### config.mk
export PLATFORM = sky130hd
export DESIGN_NAME = cap_touch_measure_ctrl
export DESIGN_NICKNAME = d
export VERILOG_FILES = /design/src/hdl/touch_measure_pkg.sv /design/src/hdl/drive_divider.sv /design/src/hdl/sat_counter.sv /design/src/hdl/cap_touch_measure_ctrl.sv
export SDC_FILE = /design/constraint.sdc
export NUM_CORES = 1
export LEC_CHECK = 0
export BUFFER_PORTS_ARGS = -buffer_cell sky130_fd_sc_hd__buf_2
export CAP_MARGIN = 20
export CORE_MARGIN = 2
export CORE_UTILIZATION = 50
export CTS_CLUSTER_DIAMETER = 60
export DETAILED_ROUTE_END_ITERATION = 8
export PLACE_DENSITY_LB_ADDON = 0.15
export SLEW_MARGIN = 30
export SYNTH_ARGS = -nofsm -noshare
export SYNTH_HDL_FRONTEND = slang
export SYNTH_HIERARCHICAL = 1
export SYNTH_SLANG_ARGS = --single-unit
### constraint.sdc
create_clock -name pclk -period 13.55 [get_ports pclk]
set_input_delay 2.0325 -clock pclk [delete_from_list [all_inputs] [get_ports pclk]]
set_output_delay 2.0325 -clock pclk [all_outputs]
set_load 0.02 [all_outputs]
### src/hdl/touch_measure_pkg.sv
// Purpose: Shared constants and types of the touch measurement controller
// Assumes: APB slave with 32-bit data, one word per register
// Notes: Offsets are byte addresses
package touch_measure_pkg;

  localparam int ADDR_W = 8;
  localparam int CNT_W = 16;

  // Register byte offsets
  localparam logic [7:0] CTRL_ADDR = 8'h00;
  localparam logic [7:0] MEAS_CFG_ADDR = 8'h04;
  localparam logic [7:0] TRIM_ADDR = 8'h08;
  localparam logic [7:0] STATE_ADDR = 8'h0C;
  localparam logic [7:0] SENSOR_COUNT_ADDR = 8'h10;
  localparam logic [7:0] REF_COUNT_ADDR = 8'h14;
  localparam logic [7:0] EVT_STATUS_ADDR = 8'h18;
  localparam logic [7:0] EVT_CLEAR_ADDR = 8'h1C;
  localparam logic [7:0] EVT_ENABLE_ADDR = 8'h20;

  // Control register fields
  localparam int CTRL_START_BIT = 0;
  localparam int CTRL_HF_OFF_BIT = 1;
  localparam int CTRL_SUPPLY_TUNE_BIT = 2;
  localparam int CTRL_LEVEL_TUNE_BIT = 3;
  localparam int CTRL_CLKSEL_LSB = 4;
  localparam int CTRL_PORTS_LSB = 8;

  // Per-port measurement configuration fields
  localparam int CFG_DIV_LSB = 0;
  localparam int CFG_NUM_LSB = 8;
  localparam int CFG_MODE_LSB = 16;
  localparam int CFG_RATIO_LSB = 20;

  // Trim fields
  localparam int TRIM_REF_LSB = 0;
  localparam int TRIM_OFS_LSB = 16;

  // Event bits
  localparam int EVT_FINISH = 0;
  localparam int EVT_SENSOR_OVF = 1;
  localparam int EVT_REF_OVF = 2;
  localparam int EVT_HOLD_ERR = 3;
  localparam int EVT_W = 4;

  // Reset values
  localparam logic [7:0] DIV_RESET = 8'h1F;
  localparam logic [1:0] CLKSEL_RESET = 2'h1;
  localparam logic [1:0] MODE_RESET = 2'h2;
  localparam logic [3:0] RATIO_RESET = 4'h3;
  localparam logic [9:0] REF_CURRENT_TRIM_POINT = 10'h3FF;

  // Base pulse number per mode
  localparam logic [9:0] BASE_PULSES_MODE0 = 10'h1FE;
  localparam logic [9:0] BASE_PULSES_MODE1 = 10'h07E;
  localparam logic [9:0] BASE_PULSES_MODE2 = 10'h03E;
  localparam logic [9:0] BASE_PULSES_MODE3 = 10'h01E;

  typedef enum logic [1:0] {
    IDLE,
    SETUP,
    MEASURE,
    RESULT
  } fsm_type;

endpackage

### src/hdl/drive_divider.sv
// Purpose: Count-source prescaler and drive-pulse divider
// Assumes: Single clock, run low holds the dividers at phase zero
// Notes: Base period is div+1 count-source ticks
`timescale 1ns/1ps
`default_nettype none
module drive_divider (
  // Clock and reset
  input wire logic pclk,
  input wire logic presetn,
  // Control
  input wire logic run,
  input wire logic [1:0] sel,
  input wire logic [7:0] div,
  // Outputs
  output logic cs_tick,
  output logic drive_out
);
  typedef struct packed {
    logic [2:0] pre;
    logic [7:0] drv;
    logic lvl;
  } div_state_type;

  div_state_type s_r;
  div_state_type s_nxt;
  logic [2:0] lim;

  assign cs_tick = run && (s_r.pre == lim);
  assign drive_out = s_r.lvl;

  always_comb begin
    lim = 3'((4'h1 << sel) - 4'h1);
    s_nxt = s_r;
    if (!run) begin
      s_nxt = '0;
    end else if (s_r.pre == lim) begin
      s_nxt.pre = 3'h0;
      s_nxt.drv = (s_r.drv == div) ? 8'h00 : s_r.drv + 8'h01;
      s_nxt.lvl = (s_nxt.drv <= (div >> 1));
    end else begin
      s_nxt.pre = s_r.pre + 3'h1;
    end
  end

  always_ff @(posedge pclk or negedge presetn) begin
    if (!presetn) begin
      s_r <= '0;
    end else begin
      s_r <= s_nxt;
    end
  end
endmodule // drive_divider
`default_nettype wire

### src/hdl/sat_counter.sv
// Purpose: Oscillator pulse counter that sticks at all ones
// Assumes: inc is one pulse per oscillator edge, synchronous to pclk
// Notes: ovf pulses on every increment that arrives while the count is all ones and clear is low
`timescale 1ns/1ps
`default_nettype none
module sat_counter #(
  parameter int W = 16
) (
  // Clock and reset
  input wire logic pclk,
  input wire logic presetn,
  // Control
  input wire logic clear,
  input wire logic inc,
  // Outputs
  output logic [W-1:0] count,
  output logic ovf
);
  typedef struct packed {
    logic [W-1:0] cnt;
  } cnt_state_type;

  cnt_state_type s_r;
  cnt_state_type s_nxt;

  assign count = s_r.cnt;
  assign ovf = inc && !clear && (&s_r.cnt);

  always_comb begin
    s_nxt = s_r;
    if (clear) begin
      s_nxt.cnt = '0;
    end else if (inc && !(&s_r.cnt)) begin
      s_nxt.cnt = s_r.cnt + 1'b1;
    end
  end

  always_ff @(posedge pclk or negedge presetn) begin
    if (!presetn) begin
      s_r <= '0;
    end else begin
      s_r <= s_nxt;
    end
  end
endmodule // sat_counter
`default_nettype wire

### src/hdl/cap_touch_measure_ctrl.sv
// Purpose: Control of the capacitive touch measurement unit
// Assumes: Oscillator ticks and underflow are synchronous to pclk
// Notes: DMA reaches the registers over APB like software
// Function
// - Base clock from prescaler then drive divider
// - Divider reloadable per port by transfer
// - Repeat base pulse group by ratio
// - Duration follows pulses, count, quarter term, repeats
// - Count field per port; zero measures once
// - Count both oscillators into readable results
// - Overflow saturates at 0xFFFF and flags
// - Mode 10B gives 62 base pulses
// - Bit disables high-frequency noise immunity
// - Sensor offset current field, zero none
// - Reference current setting, 0x3FF trim point
// - Flag measurement during sensor oscillator underflow
// - Results to memory, then finish interrupt
`timescale 1ns/1ps
`default_nettype none
module cap_touch_measure_ctrl #(
  parameter int PORTS_W = 4
) (
  // Clock and reset
  input wire logic pclk,
  input wire logic presetn,
  // APB slave
  input wire logic [touch_measure_pkg::ADDR_W-1:0] paddr,
  input wire logic psel,
  input wire logic penable,
  input wire logic pwrite,
  input wire logic [31:0] pwdata,
  output logic [31:0] prdata,
  output logic pready,
  output logic pslverr,
  // Oscillator front end
  input wire logic sensor_osc_tick,
  input wire logic ref_osc_tick,
  input wire logic sensor_osc_underflow,
  // Analog controls
  output logic drive_out,
  output logic measure_active,
  output logic hf_noise_immunity_off,
  output logic supply_range_tune,
  output logic output_level_tune,
  output logic [9:0] reference_current_set,
  output logic [6:0] sensor_offset_current,
  // Transfer requests and interrupt
  output logic dma_setup_req,
  output logic dma_result_req,
  output logic irq
);
  import touch_measure_pkg::*;

  typedef struct packed {
    fsm_type fsm;
    logic [PORTS_W-1:0] port;
    logic [PORTS_W-1:0] last_port;
    logic [1:0] count_source_select;
    logic hf_off;
    logic supply_tune;
    logic level_tune;
    logic [7:0] drive_pulse_divider;
    logic [7:0] measure_count;
    logic [1:0] base_pulse_mode;
    logic [3:0] cycle_repeat_ratio;
    logic [9:0] ref_set;
    logic [6:0] ofs_set;
    logic [31:0] timer;
    logic [EVT_W-1:0] evt;
    logic [EVT_W-1:0] evt_en;
    logic [31:0] rdata;
  } ctrl_state_type;

  ctrl_state_type s_r;
  ctrl_state_type s_nxt;

  logic cs_tick;
  logic clr_cnt;
  logic measuring;
  logic [CNT_W-1:0] sensor_count;
  logic [CNT_W-1:0] ref_count;
  logic sensor_ovf;
  logic ref_ovf;
  logic wr_en;
  logic rd_en;
  logic mapped;
  logic [9:0] base_pulses;
  logic [31:0] pulses_ext;
  logic [31:0] div_ext;
  logic [31:0] per_group;
  logic [31:0] target;
  logic [31:0] rd_val;

  assign measuring = (s_r.fsm == MEASURE);
  assign clr_cnt = (s_r.fsm == SETUP) && wr_en && (paddr == MEAS_CFG_ADDR);

  drive_divider u_div (
    .pclk(pclk),
    .presetn(presetn),
    .run(measuring),
    .sel(s_r.count_source_select),
    .div(s_r.drive_pulse_divider),
    .cs_tick(cs_tick),
    .drive_out(drive_out)
  );

  sat_counter #(.W(CNT_W)) u_sensor_cnt (
    .pclk(pclk),
    .presetn(presetn),
    .clear(clr_cnt),
    .inc(measuring && sensor_osc_tick),
    .count(sensor_count),
    .ovf(sensor_ovf)
  );

  sat_counter #(.W(CNT_W)) u_ref_cnt (
    .pclk(pclk),
    .presetn(presetn),
    .clear(clr_cnt),
    .inc(measuring && ref_osc_tick),
    .count(ref_count),
    .ovf(ref_ovf)
  );

  assign wr_en = psel && penable && pwrite;
  assign rd_en = psel && penable && !pwrite;
  assign pready = 1'b1;
  assign prdata = s_r.rdata;
  assign pslverr = psel && penable && !mapped;

  assign measure_active = measuring;
  assign hf_noise_immunity_off = s_r.hf_off;
  assign supply_range_tune = s_r.supply_tune;
  assign output_level_tune = s_r.level_tune;
  assign reference_current_set = s_r.ref_set;
  assign sensor_offset_current = s_r.ofs_set;
  assign dma_setup_req = (s_r.fsm == SETUP);
  assign dma_result_req = (s_r.fsm == RESULT);
  assign irq = |(s_r.evt & s_r.evt_en);

  // Address decode and read data
  always_comb begin
    mapped = 1'b1;
    rd_val = 32'h0000_0000;
    case (paddr)
      CTRL_ADDR: begin
        rd_val[CTRL_HF_OFF_BIT] = s_r.hf_off;
        rd_val[CTRL_SUPPLY_TUNE_BIT] = s_r.supply_tune;
        rd_val[CTRL_LEVEL_TUNE_BIT] = s_r.level_tune;
        rd_val[CTRL_CLKSEL_LSB +: 2] = s_r.count_source_select;
        rd_val[CTRL_PORTS_LSB +: PORTS_W] = s_r.last_port;
      end
      MEAS_CFG_ADDR: begin
        rd_val[CFG_DIV_LSB +: 8] = s_r.drive_pulse_divider;
        rd_val[CFG_NUM_LSB +: 8] = s_r.measure_count;
        rd_val[CFG_MODE_LSB +: 2] = s_r.base_pulse_mode;
        rd_val[CFG_RATIO_LSB +: 4] = s_r.cycle_repeat_ratio;
      end
      TRIM_ADDR: begin
        rd_val[TRIM_REF_LSB +: 10] = s_r.ref_set;
        rd_val[TRIM_OFS_LSB +: 7] = s_r.ofs_set;
      end
      STATE_ADDR: begin
        rd_val[1:0] = s_r.fsm;
        rd_val[8 +: PORTS_W] = s_r.port;
      end
      SENSOR_COUNT_ADDR: begin
        rd_val[CNT_W-1:0] = sensor_count;
      end
      REF_COUNT_ADDR: begin
        rd_val[CNT_W-1:0] = ref_count;
      end
      EVT_STATUS_ADDR: begin
        rd_val[EVT_W-1:0] = s_r.evt;
      end
      EVT_CLEAR_ADDR: begin
        rd_val = 32'h0000_0000;
      end
      EVT_ENABLE_ADDR: begin
        rd_val[EVT_W-1:0] = s_r.evt_en;
      end
      default: begin
        mapped = 1'b0;
      end
    endcase
  end

  // Measurement length in count-source ticks
  always_comb begin
    case (s_r.base_pulse_mode)
      2'h0: base_pulses = BASE_PULSES_MODE0;
      2'h1: base_pulses = BASE_PULSES_MODE1;
      2'h2: base_pulses = BASE_PULSES_MODE2;
      default: base_pulses = BASE_PULSES_MODE3;
    endcase
    pulses_ext = {22'h000000, base_pulses};
    div_ext = {24'h000000, s_r.drive_pulse_divider} + 32'h0000_0001;
    per_group = pulses_ext * ({24'h000000, s_r.measure_count} + 32'h0000_0001) * div_ext
      + (((pulses_ext - 32'h0000_0002) * div_ext) >> 2);
    target = per_group * ((s_r.cycle_repeat_ratio == 4'h0) ? 32'h0000_0001 :
      {28'h0000000, s_r.cycle_repeat_ratio});
  end

  // Control, sequencing and events
  always_comb begin
    s_nxt = s_r;
    if (psel && !penable) begin
      s_nxt.rdata = rd_val;
    end
    if (wr_en) begin
      case (paddr)
        CTRL_ADDR: begin
          s_nxt.hf_off = pwdata[CTRL_HF_OFF_BIT];
          s_nxt.supply_tune = pwdata[CTRL_SUPPLY_TUNE_BIT];
          s_nxt.level_tune = pwdata[CTRL_LEVEL_TUNE_BIT];
          if (s_r.fsm == IDLE) begin
            s_nxt.count_source_select = pwdata[CTRL_CLKSEL_LSB +: 2];
            s_nxt.last_port = pwdata[CTRL_PORTS_LSB +: PORTS_W];
            if (pwdata[CTRL_START_BIT]) begin
              s_nxt.fsm = SETUP;
              s_nxt.port = '0;
            end
          end
        end
        MEAS_CFG_ADDR: begin
          if (s_r.fsm == IDLE || s_r.fsm == SETUP) begin
            s_nxt.drive_pulse_divider = pwdata[CFG_DIV_LSB +: 8];
            s_nxt.measure_count = pwdata[CFG_NUM_LSB +: 8];
            s_nxt.base_pulse_mode = pwdata[CFG_MODE_LSB +: 2];
            s_nxt.cycle_repeat_ratio = pwdata[CFG_RATIO_LSB +: 4];
          end
          if (s_r.fsm == SETUP) begin
            s_nxt.fsm = MEASURE;
            s_nxt.timer = 32'h0000_0000;
          end
        end
        TRIM_ADDR: begin
          s_nxt.ref_set = pwdata[TRIM_REF_LSB +: 10];
          s_nxt.ofs_set = pwdata[TRIM_OFS_LSB +: 7];
        end
        EVT_CLEAR_ADDR: begin
          s_nxt.evt = s_r.evt & ~pwdata[EVT_W-1:0];
        end
        EVT_ENABLE_ADDR: begin
          s_nxt.evt_en = pwdata[EVT_W-1:0];
        end
        default: begin
        end
      endcase
    end
    case (s_r.fsm)
      IDLE: begin
      end
      SETUP: begin
      end
      MEASURE: begin
        if (cs_tick) begin
          if (s_r.timer >= target - 32'h0000_0001) begin
            s_nxt.fsm = RESULT;
          end else begin
            s_nxt.timer = s_r.timer + 32'h0000_0001;
          end
        end
      end
      RESULT: begin
        if (rd_en && paddr == REF_COUNT_ADDR) begin
          if (s_r.port == s_r.last_port) begin
            s_nxt.fsm = IDLE;
            s_nxt.evt[EVT_FINISH] = 1'b1;
          end else begin
            s_nxt.fsm = SETUP;
            s_nxt.port = s_r.port + 1'b1;
          end
        end
      end
      default: begin
        s_nxt.fsm = IDLE;
      end
    endcase
    // Hardware sets win over a clear in the same cycle
    if (sensor_ovf) begin
      s_nxt.evt[EVT_SENSOR_OVF] = 1'b1;
    end
    if (ref_ovf) begin
      s_nxt.evt[EVT_REF_OVF] = 1'b1;
    end
    if (measuring && sensor_osc_underflow) begin
      s_nxt.evt[EVT_HOLD_ERR] = 1'b1;
    end
  end

  always_ff @(posedge pclk or negedge presetn) begin
    if (!presetn) begin
      s_r <= '0;
      s_r.fsm <= IDLE;
      s_r.count_source_select <= CLKSEL_RESET;
      s_r.drive_pulse_divider <= DIV_RESET;
      s_r.base_pulse_mode <= MODE_RESET;
      s_r.cycle_repeat_ratio <= RATIO_RESET;
      s_r.ref_set <= REF_CURRENT_TRIM_POINT;
    end else begin
      s_r <= s_nxt;
    end
  end
endmodule // cap_touch_measure_ctrl
`default_nettype wire

==> metrics.md <==
| Metric | Value |
|---|---|
| Hold Slack | 0.476 ns |
| Sequential group share of total power | 7.5% |
| HP Class | flop to flop |
| Cell variety after synth | 100 |
| CP peak stage delay | 0.54 ns |
| Top FF cell, synth | dfrtp_1 |
| Die Span X | 223 µm |
| CTS H-tree lvls | 4 |
| GRT overflow | 0 |
| Clock tree sinks | 162 |
| Startpoint Class | flop |
| Initial core utilization | 50.4% |
| R2R cell count | 65 |
| Tot Pwr | 6.68 mW |
| Most numerous cell in the Yosys netlist | inv_1 |
| GRT Util Overall | 24.9% |
| Worst skew pair latency | 0.44 ns |
| Diode count | 0 |
| Core ar. | 47500 µm² |
| Yosys top cell by area | fa_1 |
| Sequential Area | 4080 µm² |
| Hold_buf cts | 0 |
| Synth warn | 6 |
| Critical Path RT | 13.93 ns |
| Post-synth EDFFs | 0 |
| Critical path arrival | 14.29 ns |
| Internal | 3.56 mW |
| Most frequent cells after synthesis | 439 x inv_1, 300 x nand2_1, 271 x ha_1 |
| Asr flop ratio synth | 100% |
| Critical path fanouts, max | 17 |
| Pre-CTS setup slack | -0.890 ns |
| Initial detailed-routing violation count | 1324 |
| Outcome | finished with violations |
| Layout Utilization | 60.2% |
| Final Max Slew Viols | 0 |
| Clk root buf | clkbuf_16 |
| Rows | 80 |
| Crit-path most repeated cell | fa_1 |
| Pwr Density | 233 nW/µm² |
| Via count of the first global-routing pass | 20600 |
| Max Clk Rate | 71.9 MHz |
| Synth Cell Area | 24000 µm² |
| Peak VDD IR | 421 µV |
| First-pass GRT wire length | 101 mm |
| Vias/cell | 5.47 |
| CTS tree | built |
| Area of the multi-input gates | 18700 µm² |
| Worst-path clk slew | 0.07 ns |
| Minimum clock period | 13.91 ns |
| #FFs+latches synth | 162 |
| Fraction of the cycle the final worst path needs | 103% |
| Comb power frac | 84.7% |
| Routed WL | 60.9 mm |
| Setup violators final | 33 |
| Post-DRT Antenna Nets | 0 |
| Kind of critical path | flop to flop |
| Via count | 20100 |
| Final hold vios | 0 |
| IO buf count | 89 |
| Failing checks | negative setup slack |
| Pleak | 14.9 nW |
| # fillers | 4119 |
| Layout Nets | 3621 |
| Final Worst Setup Slack | -0.363 ns |
| Net Sw Power | 3.12 mW |
| Die ar. | 49700 µm² |
| DRC violations left | 0 |
| WL/cell | 16.6 µm |
| Hold Path Depth | 2 |
| Clk pwr share | 7.8% |
| Least-Margin Pin Slew | 0.967 ns |
| Setup TNS | -9.29 ns |
| Initial antenna violation count | 0 |
| Vert. Die Dim | 223 µm |
| Sw frac | 46.7% |
| Post-synth top area share | 21.7% |
| CP Capture Type | flop |
| Clk_skew | 0.0141 ns |
| Detailed placement HPWL | 49.3 mm |
| Area growth from synthesis to layout | 19.5% |
| GP Congestion | 0.907 |
| Top Ports | 107 |
| RSZ-0062 raised after global routing | true |
| CTS Buf Count | 17 |
| Mapped Cells | 2760 |
| Layout cells sized above 1 | 23.2% |
| Pin count of the biggest net entering global routing | 63 |
| Post-synthesis sequential area ratio | 17.0% |
| Iteration count of the initial detailed-routing pass | 6 |
| Syn avg cell area | 8.68 µm² |
| CTS Buffer Depth | 2 |
| CP max-delay cell | fa_1 |
| Max_cap viols | 0 |
| Relative slew slack | 35.4% |
| Synth area leaders | fa_1 22%, dfrtp_1 15%, ha_1 14% |
worst paths after layout:
path	endpoint	startpoint	slack, ns
setup / recovery	s_r[51]	s_r[95]	-0.36
hold / removal	prdata[19]	prdata[19]	0.48
setup reg to reg	s_r[51]	s_r[95]	-0.36
hold reg to reg	prdata[19]	prdata[19]	0.48
max in group asynchronous	prdata[3]	presetn	10.14
min in group asynchronous	s_r[70]	presetn	1.48
per-layer routing:
layer,up-vias,part of all wire (%),track usage [%]
met2,490,50,44.1
li1,9554,-,-
met1,9955,44,32.5
met4,0,2.2,5.89
met3,92,3.9,2.94
met5,-,0,0
power by group through the flow:
stage          clock network (mW)  registers (mW)  logic [mW]
3_5_place_dp                    0           0.510        5.31
4_1_cts                     0.528           0.501        5.53
5_1_grt                     0.548           0.502        6.33
6_report                    0.523           0.501        5.66
3_3_place_gp                    0           0.509        5.16
2_1_floorplan                   0           0.507        3.70
kinds of logic (layout without fill, tap and decap cells):
logic type               count (synthesis)  count (layout)  share of synthesized area [%]
AND/OR/NAND/NOR                        929             930                           19.0
buffers and inverters                  571             858                           9.93
adder cells (fa/ha/maj)                531             531                           35.9
AO/OA/AOI/OAI                          402             402                           11.7
flip-flops                             162             162                           17.0
XOR/XNOR                               122             122                           4.58
multiplexers                            41              41                           1.89
other                                    2               9                         0.0313
sequential cells by signal (all words and copies together) (netlist names):
| register | flops |
|---|---|
| hf_noise_immunity_off | 1 |
| supply_range_tune | 1 |
| u_div/s_r | 11 |
| u_sensor_cnt/count | 16 |
| output_level_tune | 1 |
| u_ref_cnt/count | 16 |
| reference_current_set | 10 |
| sensor_offset_current | 7 |
| s_r | 74 |
| prdata | 24 |
| u_div/drive_out | 1 |
through the flow:
step                      instances  cell area, µm²
after floorplan                2767           24500
after global placement         3606           27000
after detailed placement       3606           27000
after CTS                      3664           28300
after global routing           3670           28600
final                          3670           28600
worst max-delay path, delay by kind of cell, from the launching register on:
family | cells | cell delay, ns
fa+ha+maj | 16 | 6.87
buf+inv | 16 | 1.28
simple gates | 8 | 1.35
flops | 1 | 0.47
compound gates | 21 | 3.19
xor+xnor | 4 | 0.64
cell usage in the layout (no fill, tap or decap), types with 60 or more instances in the layout:
cell,Yosys,layout
dfrtp_1,143,139
a21o_1,60,60
and2_1,62,60
buf_2,8,88
nor2_1,236,226
inv_1,439,411
fa_1,260,254
ha_1,271,242
nand2_1,300,293
buf_4,50,281
a21oi_1,93,73
area by class of cell:
class,instances,share of cell area (%)
inverters,441,5.79
flip-flops and latches,162,14.3
clock inverters,14,0.686
multi-input cells,2035,65.4
well taps,615,2.69
repair buffers,385,9.67
clock buffers,18,1.50
repair_timing:
item                                    in CTS  in global routing
resized for setup                           91                 70
pin swaps                                  110                 74
cloned                                       0                  1
buffers inserted                            26                  6
endpoints found under the setup margin      33                 33
(Power assumes the default switching activity.)
